### src/hdl/scfg_map.svh
/*
  Register indices, strap defaults, port addresses, keys and bus nibble
  codes of the strap loader and configuration unlock port.
  Assumes it is included by bare name, once per compilation unit.
*/
`ifndef SCFG_MAP_SVH
`define SCFG_MAP_SVH

// configuration register indices
`define SCFG_IDX_LDN      8'h07
`define SCFG_IDX_ENABLE   8'h30
`define SCFG_IDX_BASE_HI  8'h60
`define SCFG_IDX_BASE_LO  8'h61
`define SCFG_IDX_IRQ      8'h70

// logical device numbers and register slots
`define SCFG_LDN_WDT      8'h08
`define SCFG_LDN_CHAN_MAX 8'h03
`define SCFG_SLOT_WDT     3'h4
`define SCFG_SLOT_NONE    3'h7
`define SCFG_SLOT_A       3'h0
`define SCFG_SLOT_B       3'h1
`define SCFG_SLOT_C       3'h2
`define SCFG_SLOT_D       3'h3

// strapped defaults
`define SCFG_EN_ON        8'h01
`define SCFG_D_HI         8'h02
`define SCFG_D_LO         8'he8
`define SCFG_D_IRQ        8'h09
`define SCFG_C_HI         8'h03
`define SCFG_C_LO         8'he8
`define SCFG_C_IRQ        8'h05
`define SCFG_B_ALT_HI     8'h02
`define SCFG_B_ALT_LO     8'he0
`define SCFG_B_DEF_HI     8'h02
`define SCFG_B_DEF_LO     8'hf8
`define SCFG_B_IRQ        8'h04
`define SCFG_A_ALT_HI     8'h03
`define SCFG_A_ALT_LO     8'he0
`define SCFG_A_DEF_HI     8'h03
`define SCFG_A_DEF_LO     8'hf8
`define SCFG_A_IRQ        8'h03
`define SCFG_W_HI         8'h04
`define SCFG_W_LO         8'h42
`define SCFG_W_IRQ        8'h00

// configuration port pairs
`define SCFG_PORT_ALT     16'h004e
`define SCFG_PORT_DEF     16'h002e
`define SCFG_PORT_DATA_OFS 16'h0001

// entry keys by {key_hi, key_lo}, and the exit code
`define SCFG_KEY_00       8'h77
`define SCFG_KEY_01       8'ha0
`define SCFG_KEY_10       8'h87
`define SCFG_KEY_11       8'h67
`define SCFG_EXIT_CODE    8'haa

// bus nibble codes
`define SCFG_LPC_START    4'h0
`define SCFG_LPC_IO_RD    3'h0
`define SCFG_LPC_IO_WR    3'h1
`define SCFG_LPC_SYNC_OK  4'h0
`define SCFG_LPC_TAR      4'hf
`define SCFG_ZERO_BYTE    8'h00

`endif

### src/hdl/scfg_pkg.sv
/*
  Types of the strap loader: strap group, per-slot configuration record
  and bus cycle states.
  Assumes nothing beyond a SystemVerilog compiler.
*/
package scfg_pkg;

  typedef logic [7:0] scfg_byte_t;

  typedef struct packed {
    logic [7:0] enable;
    logic [7:0] base_hi;
    logic [7:0] base_lo;
    logic [7:0] irq;
  } scfg_chan_s;

  typedef struct packed {
    logic chan_d_default_strap;
    logic chan_c_default_strap;
    logic chan_b_alt_strap;
    logic chan_b_default_strap;
    logic chan_a_alt_strap;
    logic chan_a_default_strap;
    logic watchdog_default_strap;
    logic config_port_select_strap;
    logic entry_key_strap_hi;
    logic entry_key_strap_lo;
  } scfg_strap_s;

  typedef enum logic [3:0] {
    S_IDLE = 4'b0000,
    S_CYC  = 4'b0001,
    S_ADR0 = 4'b0010,
    S_ADR1 = 4'b0011,
    S_ADR2 = 4'b0100,
    S_ADR3 = 4'b0101,
    S_WD0  = 4'b0110,
    S_WD1  = 4'b0111,
    S_TAR0 = 4'b1000,
    S_TAR1 = 4'b1001,
    S_SYNC = 4'b1010,
    S_RD0  = 4'b1011,
    S_RD1  = 4'b1100,
    S_TARD = 4'b1101
  } scfg_state_e;

endpackage

### src/hdl/scfg_loader.sv
/*
  Strap loader and configuration unlock port: samples straps after each
  reset, holds the per-slot configuration registers and serves the
  index/data port pair over bus I/O cycles on the four-bit lines.
  Assumes the bus clock is i_sys_clk, the host follows the I/O cycle
  framing, and the straps are steady around reset release.
*/
`timescale 1ns/10ps
`include "scfg_map.svh"

module scfg_loader #(
  parameter int NSLOT = 5
) (
  input wire logic i_sys_clk,
  input wire logic i_rst,
  input wire scfg_pkg::scfg_strap_s i_strap,
  input wire logic i_lframe_n,
  input wire logic [3:0] i_lad,
  output logic [3:0] o_lad,
  output logic o_lad_oe,
  output logic o_cfg_open,
  output scfg_pkg::scfg_chan_s [NSLOT-1:0] o_chan_cfg
);

  scfg_pkg::scfg_state_e st, next_st;
  logic [15:0] addr, next_addr;
  logic wr, next_wr;
  logic [7:0] wdat, next_wdat;
  logic [7:0] rdat, next_rdat;
  logic [3:0] lad, next_lad;
  logic lad_oe, next_lad_oe;
  logic cmd_wr;
  logic loaded, next_loaded;
  logic open, next_open;
  logic key_seen, next_key_seen;
  logic [7:0] index, next_index;
  logic [7:0] ldn, next_ldn;
  logic [7:0] key, next_key;
  logic [15:0] port, next_port;
  scfg_pkg::scfg_chan_s [NSLOT-1:0] regs, next_regs;
  scfg_pkg::scfg_chan_s [4:0] dflt;
  logic [7:0] dkey;
  logic [15:0] dport;
  logic [2:0] slot;
  logic [7:0] rd_val;

  scfg_strap_dec u_dec (
    .i_strap(i_strap),
    .o_dflt(dflt),
    .o_key(dkey),
    .o_index_port(dport)
  );

  function automatic logic is_index(input logic [15:0] a,
                                    input logic [15:0] p);
    is_index = (a == p);
  endfunction

  function automatic logic is_data(input logic [15:0] a,
                                   input logic [15:0] p);
    is_data = (a == p + `SCFG_PORT_DATA_OFS);
  endfunction

  function automatic logic [2:0] ldn_slot(input logic [7:0] n);
    if (n <= `SCFG_LDN_CHAN_MAX) begin
      ldn_slot = n[2:0];
    end else if (n == `SCFG_LDN_WDT) begin
      ldn_slot = `SCFG_SLOT_WDT;
    end else begin
      ldn_slot = `SCFG_SLOT_NONE;
    end
  endfunction

  assign slot = ldn_slot(ldn);

  // read mux: unmapped indices and slots read as zero
  always_comb begin
    rd_val = `SCFG_ZERO_BYTE;
    if (is_index(addr, port)) begin
      rd_val = index;
    end else if (index == `SCFG_IDX_LDN) begin
      rd_val = ldn;
    end else if (slot != `SCFG_SLOT_NONE) begin
      unique case (index)
        `SCFG_IDX_ENABLE: rd_val = regs[slot].enable;
        `SCFG_IDX_BASE_HI: rd_val = regs[slot].base_hi;
        `SCFG_IDX_BASE_LO: rd_val = regs[slot].base_lo;
        `SCFG_IDX_IRQ: rd_val = regs[slot].irq;
        default: rd_val = `SCFG_ZERO_BYTE;
      endcase
    end
  end

  // bus cycle engine; a frame strobe always aborts it, restarting only on a start nibble
  always_comb begin
    next_st = st;
    next_addr = addr;
    next_wr = wr;
    next_wdat = wdat;
    next_rdat = rdat;
    cmd_wr = 1'b0;
    if (!i_lframe_n) begin
      next_st = (i_lad == `SCFG_LPC_START) ? scfg_pkg::S_CYC
                                           : scfg_pkg::S_IDLE;
    end else begin
      unique case (st)
        scfg_pkg::S_IDLE: next_st = scfg_pkg::S_IDLE;
        scfg_pkg::S_CYC: begin
          next_wr = (i_lad[3:1] == `SCFG_LPC_IO_WR);
          if (i_lad[3:1] == `SCFG_LPC_IO_RD ||
              i_lad[3:1] == `SCFG_LPC_IO_WR) begin
            next_st = scfg_pkg::S_ADR0;
          end else begin
            next_st = scfg_pkg::S_IDLE;
          end
        end
        scfg_pkg::S_ADR0, scfg_pkg::S_ADR1, scfg_pkg::S_ADR2: begin
          next_addr = {addr[11:0], i_lad};
          next_st = scfg_pkg::scfg_state_e'(st + 4'h1);
        end
        scfg_pkg::S_ADR3: begin
          next_addr = {addr[11:0], i_lad};
          // claim only the index port, and the data port while open
          if (loaded && (is_index(next_addr, port) ||
              (open && is_data(next_addr, port)))) begin
            next_st = wr ? scfg_pkg::S_WD0 : scfg_pkg::S_TAR0;
          end else begin
            next_st = scfg_pkg::S_IDLE;
          end
        end
        scfg_pkg::S_WD0: begin
          next_wdat = {wdat[7:4], i_lad};
          next_st = scfg_pkg::S_WD1;
        end
        scfg_pkg::S_WD1: begin
          next_wdat = {i_lad, wdat[3:0]};
          next_st = scfg_pkg::S_TAR0;
        end
        scfg_pkg::S_TAR0: next_st = scfg_pkg::S_TAR1;
        scfg_pkg::S_TAR1: begin
          next_rdat = rd_val;
          next_st = scfg_pkg::S_SYNC;
        end
        scfg_pkg::S_SYNC: begin
          cmd_wr = wr;
          next_st = wr ? scfg_pkg::S_TARD : scfg_pkg::S_RD0;
        end
        scfg_pkg::S_RD0: next_st = scfg_pkg::S_RD1;
        scfg_pkg::S_RD1: next_st = scfg_pkg::S_TARD;
        scfg_pkg::S_TARD: next_st = scfg_pkg::S_IDLE;
        default: next_st = scfg_pkg::S_IDLE;
      endcase
    end
    // outputs are registered, so drive from the state being entered
    next_lad_oe = 1'b1;
    unique case (next_st)
      scfg_pkg::S_SYNC: next_lad = `SCFG_LPC_SYNC_OK;
      scfg_pkg::S_RD0: next_lad = rdat[3:0];
      scfg_pkg::S_RD1: next_lad = rdat[7:4];
      scfg_pkg::S_TARD: next_lad = `SCFG_LPC_TAR;
      default: begin
        next_lad = `SCFG_LPC_TAR;
        next_lad_oe = 1'b0;
      end
    endcase
  end

  always_ff @(posedge i_sys_clk or posedge i_rst) begin
    if (i_rst) begin
      st <= scfg_pkg::S_IDLE;
      addr <= '0;
      wr <= 1'b0;
      wdat <= '0;
      rdat <= '0;
      lad <= `SCFG_LPC_TAR;
      lad_oe <= 1'b0;
    end else begin
      st <= next_st;
      addr <= next_addr;
      wr <= next_wr;
      wdat <= next_wdat;
      rdat <= next_rdat;
      lad <= next_lad;
      lad_oe <= next_lad_oe;
    end
  end

  // configuration state and register file
  always_comb begin
    next_loaded = loaded;
    next_open = open;
    next_key_seen = key_seen;
    next_index = index;
    next_ldn = ldn;
    next_key = key;
    next_port = port;
    next_regs = regs;
    if (!loaded) begin
      // straps are taken on the first edge after reset release
      next_regs = dflt;
      next_key = dkey;
      next_port = dport;
      next_loaded = 1'b1;
    end else if (cmd_wr && is_index(addr, port)) begin
      if (!open) begin
        if (wdat == key) begin
          next_key_seen = !key_seen;
          next_open = key_seen;
        end else begin
          next_key_seen = 1'b0;
        end
      end else if (wdat == `SCFG_EXIT_CODE) begin
        next_open = 1'b0;
      end else begin
        next_index = wdat;
      end
    end else if (cmd_wr && is_data(addr, port) && open) begin
      if (index == `SCFG_IDX_LDN) begin
        next_ldn = wdat;
      end else if (slot != `SCFG_SLOT_NONE) begin
        unique case (index)
          `SCFG_IDX_ENABLE: next_regs[slot].enable = wdat;
          `SCFG_IDX_BASE_HI: next_regs[slot].base_hi = wdat;
          `SCFG_IDX_BASE_LO: next_regs[slot].base_lo = wdat;
          `SCFG_IDX_IRQ: next_regs[slot].irq = wdat;
          default: next_regs = regs;
        endcase
      end
    end
  end

  always_ff @(posedge i_sys_clk or posedge i_rst) begin
    if (i_rst) begin
      loaded <= 1'b0;
      open <= 1'b0;
      key_seen <= 1'b0;
      index <= '0;
      ldn <= '0;
      key <= '0;
      port <= '0;
      regs <= '0;
    end else begin
      loaded <= next_loaded;
      open <= next_open;
      key_seen <= next_key_seen;
      index <= next_index;
      ldn <= next_ldn;
      key <= next_key;
      port <= next_port;
      regs <= next_regs;
    end
  end

  assign o_lad = lad;
  assign o_lad_oe = lad_oe;
  assign o_cfg_open = open;
  assign o_chan_cfg = regs;
endmodule

### src/hdl/scfg_strap_dec.sv
/*
  Strap decoder: turns the strap pins into per-slot register defaults,
  the entry key and the configuration index port address.
  Assumes the pins carry external or internal pull-ups and are steady
  while the loader samples them.
*/
`timescale 1ns/10ps
`include "scfg_map.svh"

module scfg_strap_dec (
  input wire scfg_pkg::scfg_strap_s i_strap,
  output scfg_pkg::scfg_chan_s [4:0] o_dflt,
  output logic [7:0] o_key,
  output logic [15:0] o_index_port
);

  always_comb begin
    o_dflt = '0;
    // a slot whose straps are all low is left all zero
    if (i_strap.chan_d_default_strap) begin
      o_dflt[`SCFG_SLOT_D] = {`SCFG_EN_ON, `SCFG_D_HI, `SCFG_D_LO,
                             `SCFG_D_IRQ};
    end
    if (i_strap.chan_c_default_strap) begin
      o_dflt[`SCFG_SLOT_C] = {`SCFG_EN_ON, `SCFG_C_HI, `SCFG_C_LO,
                             `SCFG_C_IRQ};
    end
    if (i_strap.watchdog_default_strap) begin
      o_dflt[`SCFG_SLOT_WDT] = {`SCFG_EN_ON, `SCFG_W_HI, `SCFG_W_LO,
                               `SCFG_W_IRQ};
    end
    // the default strap wins over the alternate one
    if (i_strap.chan_b_default_strap) begin
      o_dflt[`SCFG_SLOT_B] = {`SCFG_EN_ON, `SCFG_B_DEF_HI, `SCFG_B_DEF_LO,
                             `SCFG_B_IRQ};
    end else if (i_strap.chan_b_alt_strap) begin
      o_dflt[`SCFG_SLOT_B] = {`SCFG_EN_ON, `SCFG_B_ALT_HI, `SCFG_B_ALT_LO,
                             `SCFG_B_IRQ};
    end
    if (i_strap.chan_a_default_strap) begin
      o_dflt[`SCFG_SLOT_A] = {`SCFG_EN_ON, `SCFG_A_DEF_HI, `SCFG_A_DEF_LO,
                             `SCFG_A_IRQ};
    end else if (i_strap.chan_a_alt_strap) begin
      o_dflt[`SCFG_SLOT_A] = {`SCFG_EN_ON, `SCFG_A_ALT_HI, `SCFG_A_ALT_LO,
                             `SCFG_A_IRQ};
    end
    // an open pin pulls up, so the default pair is the low one
    o_index_port = i_strap.config_port_select_strap ? `SCFG_PORT_DEF
                                                    : `SCFG_PORT_ALT;
    unique case ({i_strap.entry_key_strap_hi, i_strap.entry_key_strap_lo})
      2'b00: o_key = `SCFG_KEY_00;
      2'b01: o_key = `SCFG_KEY_01;
      2'b10: o_key = `SCFG_KEY_10;
      2'b11: o_key = `SCFG_KEY_11;
    endcase
  end

endmodule

### config.mk
export PLATFORM = sky130hd
export DESIGN_NAME = scfg_loader
export DESIGN_NICKNAME = d
export VERILOG_FILES = /design/src/hdl/scfg_pkg.sv /design/src/hdl/scfg_loader.sv /design/src/hdl/scfg_strap_dec.sv
export VERILOG_INCLUDE_DIRS = /design/src /design/src/hdl
export SDC_FILE = /design/constraint.sdc
export NUM_CORES = 1
export LEC_CHECK = 0
export BUFFER_PORTS_ARGS = -buffer_cell sky130_fd_sc_hd__buf_4
export CORE_MARGIN = 5
export CORE_UTILIZATION = 50
export DETAILED_ROUTE_END_ITERATION = 8
export MAX_ROUTING_LAYER = met4
export PLACE_DENSITY = 0.83
export SYNTH_ARGS = -nofsm -noshare
export SYNTH_HDL_FRONTEND = slang
export SYNTH_SLANG_ARGS = --single-unit
### constraint.sdc
create_clock -name i_sys_clk -period 17.3 [get_ports i_sys_clk]
set_clock_uncertainty 0.15 [all_clocks]
set_input_delay 1.73 -clock i_sys_clk [delete_from_list [all_inputs] [get_ports i_sys_clk]]
set_output_delay 1.73 -clock i_sys_clk [all_outputs]
set_load 0.005 [all_outputs]
# Word-level counts from Yosys, hierarchy flattened
# Cells that the tools add are included.
# word_totals
inputBits	17
reg_bits	245
memories	0
out_inout_bits	166
latch_bits	0
romBits	0
mem_bits_rw	0
# op_classes
shift	0
eq_ne	38
div_mod_pow	0
n_addsub	2
n_mul	0
bitwise	5
order_cmp	3
n_mux	51
n_reduce_logical	25
# ops
operator	n
160-bit two-way mux	5
160-bit bitwise mux	4
160-bit one-hot mux with 4 select lines	1
32-bit demux with 3-bit select	4
32-bit two-way mux	4
25-bit two-way mux	5
32-bit binary-select mux with 3-bit select	1
16-bit == test	4
8-bit one-hot mux with 4 select lines	2
4-bit one-hot mux with 10 select lines	1
4-bit == test (second input constant)	9
8-bit two-way mux	4
8-bit by 7-bit == test with 1-bit output (second input constant)	3
24-bit two-way mux	1
16-bit by 1-bit adder with 16-bit output (second input constant)	1
4-bit by 3-bit == test with 1-bit output (second input constant)	4
16-bit two-way mux	1
8-bit one-hot mux with 2 select lines	1
4-bit two-way mux	3
4-bit one-hot mux with 3 select lines	1
3-bit AND reduction	3
4-bit by 2-bit == test with 1-bit output (second input constant)	2
8-bit by 3-bit == test with 1-bit output (second input constant)	1
8-bit by 4-bit == test with 1-bit output (second input constant)	1
other kinds (31)	58

# Longest topological paths before layout
# logic_depth
depth_word	14
depth_mapped	10

# Cells and area by module
# From an unflattened synthesis, not the netlist that was laid out.
# unflattened
hier_cells	1477
area_unflattened_um2	15414.8
# modules_own_cells
mod	area_each_um2	seq_area_each_um2	cells_per_inst	n_inst
scfg_loader	14013.4	6135.9	1288	1
scfg_strap_dec	1401.3	0.0	189	1

# Worst setup path before layout
# Ideal clock, no wire load.
# synth_timing
path_kind	input -> register
from	input port i_lframe_n
to	register regs, in the netlist o_chan_cfg[128]
path_slack_ns	13.511
path_buffers	1
cell_stages	7
t_arrival_ns	3.507
path_cell_list	and2_1 > nand2_1 > or4_1 > buf_2 > nor3_2 > mux2i_1 > nor2_1
# synth_via
elab_chain_len	5
elab_cells_between_ends	7
cone_classes	2 x eq/ne; 1 x mux; 4 x reduce/logical
# synth_lines
element	line	source
from (decl)	scfg_loader.sv:17	input wire logic i_lframe_n,
1-bit two-way mux (*)	scfg_loader.sv:102	if (!i_lframe_n) begin
1-bit logical AND (2 in a row)	scfg_loader.sv:217	end else if (cmd_wr && is_data(addr, port) && open) begin
2-bit by 1-bit != test with 1-bit output (no line)	-	
5-bit AND reduction (no line) (*)	-	
to (signal assigned)	scfg_loader.sv:250	regs <= next_regs;
to (decl)	scfg_loader.sv:40	scfg_pkg::scfg_chan_s [NSLOT-1:0] regs, next_regs;
# Every way passes the cells marked *; elsewhere a longest branch is shown, timed or not.
# A chain may end at the register's enable or synchronous reset.

# Worst setup path after layout
# layout_timing
from	input port i_lframe_n
to	register regs, in the netlist o_chan_cfg[87]
# The elaborated chain is that of the path after synthesis.

==> impl_metrics.json <==
{
  "status": "completed",
  "synth.largest_area_cell": "dfrtp_1",
  "finalNetCount": 1378,
  "cp_top_family": "simple AND/OR/NAND/NOR gates",
  "peakVddDrop_uv": 77.3,
  "place_congestion": 0.990,
  "cp.arrival_ps": 4590,
  "path_cells": "buf_4 -> and2_1 -> nand2_1 -> or4_1 -> nor3_1 -> nand2_1 -> o21ai_0",
  "p_sw_w": 0.000265,
  "clock-sinks": 229,
  "p_leak_nw": 6.09,
  "pin_count": 183,
  "grt_pass1_wl_um": 64700,
  "period_share": 0.249,
  "rrSetupSlack_ps": 13260,
  "syn2layout_area_growth_pct": 20.6,
  "numPortBuffers": 182,
  "worst_path_max_delay_cell": "nor3_1",
  "core_area_mm2": 0.0227,
  "hold_violations": 0,
  "die_area_mm2": 0.0263,
  "crit_path_max_incr_delay_ps": 900,
  "cts_tree": "built",
  "min_delay_path_depth": 1,
  "clk_path_buf_depth": 3,
  "dp_hpwl_um": 28900,
  "row_count": 55,
  "setup_tns_ps": 0,
  "relSlewSlack": 0.158,
  "cts-htree-levels": 1,
  "synth_top_area_frac": 0.485,
  "drtIter0Drc": 1654,
  "crit_buf_inv": 1,
  "swShare": 0.230,
  "drtAntennaViolNets": 0,
  "die_x_um": 162,
  "synth.avg_cell_area_um2": 9.67,
  "worst_pin_slew_ps": 1260,
  "worstRegToRegCells": 8,
  "worstHoldStart": "addr[15]",
  "synth_edf_count": 0,
  "antenna_found_initial": 0,
  "p_comb_frac": 0.055,
  "diodes": 0,
  "drc": 0,
  "power_frac_clock": 0.461,
  "dr.pass1.iters": 6,
  "async_reset_ff_frac": 1.00,
  "syn_area_mm2": 0.0116,
  "drive_above_1_share": 0.243,
  "yosys_register_bits": 229,
  "powerDensity_mw_per_mm2": 82.2,
  "final_cell_mix": "dfrtp_1 (224), buf_4 (199), nand2_1 (168)",
  "gr-total-overflow": 0,
  "syn_nets": 1223,
  "slew_violations": 0,
  "numCtsBuffers": 25,
  "grt_max_degree": 150,
  "layout_commonest_cell": "dfrtp_1",
  "via_count": 11300,
  "final_cells": 1655,
  "netlist_instances": 1199,
  "clk_latency_ps": 530,
  "path_depth": 7,
  "grt_pass1_vias": 10700,
  "placed_cells": 1612,
  "pwr-share-seq": 0.484,
  "drv_cap": 0,
  "crit_path_end_kind": "register",
  "worst_ep_required_time_ps": 17580,
  "yosysSeqAreaShare": 0.494,
  "viasPerCell": 6.80,
  "cp-startpoint": "i_lframe_n",
  "p_int_w": 0.000886,
  "setup_viol": 0,
  "wl_um": 42400,
  "gr-usage-all-layers": 0.323,
  "path_clk_slew_ps": 60,
  "root_buffer": "clkbuf_16",
  "r2r-start": "st[0]",
  "finalCriticalPeriod_ps": 4310,
  "postCtsSetupBuffers": 0,
  "crit_top_cell": "nand2_1",
  "max_freq_mhz": 232,
  "synth_cell_types": 73,
  "yosysWarnings": 0,
  "cts_hold_buf": 0,
  "ctsResizeCount": 0,
  "hold_class": "register to register",
  "post_drt_wl_per_cell_um": 25.6,
  "crit_fanout": 10,
  "criticalPathCategory": "primary input to register",
  "ys.flop_type": "dfrtp_1",
  "nFillCells": 1869,
  "start_kind": "primary input",
  "initial_core_util": 0.511,
  "dieHeight_um": 162,
  "synthTopCellsByArea": "dfrtp_1 (49%), mux2_2 (6.2%), nand2_1 (5.4%)",
  "rsz0062_at_grt": "no"
}
==> final timing paths <==
check / endpoint
worst max-delay path: o_chan_cfg[87]
worst min-delay path: addr[15]
worst max register to register: o_chan_cfg[87]
worst min register to register: addr[15]
max in group asynchronous: ldn[1]
min in group asynchronous: o_lad_oe
==> metal layers <==
metal,global-route usage,vias up,part of all wire
li1,-,4702,-
met1,0.445,5467,0.39
met2,0.465,909,0.43
met3,0.0776,173,0.13
met4,0.121,0,0.050
met5,-,-,0
==> worst reg2reg max path, cell delays in order (launching register included) <==
cell,delay (ps)
dfrtp_1,420
inv_1,150
ha_1,380
and3b_1,310
nand2_1,70
or4_1,890
nor3_1,900
nand2_1,370
o21ai_0,300
==> sequential cells by signal, summed over array words and instances, names as in the netlist <==
signal	cells
o_chan_cfg	160
addr	16
index	8
ldn	8
rdat	8
wdat	8
key	5
o_lad	4
st	4
port	3
key_seen	1
loaded	1
o_cfg_open	1
o_lad_oe	1
wr	1
==> cell usage after synthesis (5+ instances only) <==
cell / n
a211oi_1: 28
a21oi_1: 65
a2bb2oi_1: 7
a31oi_1: 15
and3_1: 5
buf_1: 11
clkbuf_1: 56
dfrtp_1: 225
ha_1: 7
inv_1: 18
mux2_2: 64
mux2i_1: 50
nand2_1: 168
nand2b_1: 9
nand3_1: 18
nand4_1: 9
nor2_1: 91
nor2b_1: 12
nor3_1: 25
nor3_4: 5
nor3b_1: 5
nor4_1: 19
o211ai_1: 8
o21ai_0: 106
o21ai_1: 7
o22ai_1: 54
o31ai_1: 5
or2_2: 6
or4_1: 9
xnor2_1: 6
==> kinds of logic (layout without fill, tap and decap cells) <==
kind of cell	Yosys count	in the layout	share of synthesized area
simple gates	407	407	0.171
other cells	1	1	0.000323
mux	117	117	0.111
compound gates	340	340	0.180
flops	229	229	0.494
xor+xnor	8	8	0.00604
fa+ha+maj	7	7	0.00755
buf+inv	90	261	0.0301
==> area by class of cell <==
type | count | area, µm² | share of cell area
sequential | 229 | 5740 | 0.410
clock inverter | 5 | 75.1 | 0.00536
timing repair buffer | 199 | 1490 | 0.107
inverter | 19 | 78.8 | 0.00563
multi-input combinational | 880 | 5530 | 0.395
clock buffer | 38 | 724 | 0.0518
tap | 285 | 357 | 0.0255
==> stage by stage <==
stage          setup WS [ps]  hold WS (ps)  instance area [µm²]  utilization  power, W
2_1_floorplan           9150           309                11600            -  0.000595
3_3_place_gp           12800           341                13200        0.581  0.000626
3_5_place_dp           12610           343                13200        0.581  0.000628
4_1_cts                13130           362                14000        0.616   0.00115
5_1_grt                12890           384                14000        0.616   0.00118
6_report               12990           362                14000        0.616   0.00115
==> power groups by stage <==
stage               registers, W  logic (W)  clock network (W)
global route            0.000558  0.0000689           0.000557
global placement        0.000566  0.0000604                  0
detailed placement      0.000566  0.0000621                  0
CTS                     0.000556  0.0000625           0.000532
finish                  0.000557  0.0000628           0.000531
floorplan               0.000563  0.0000325                  0
Power figures use the tool's default switching activity.
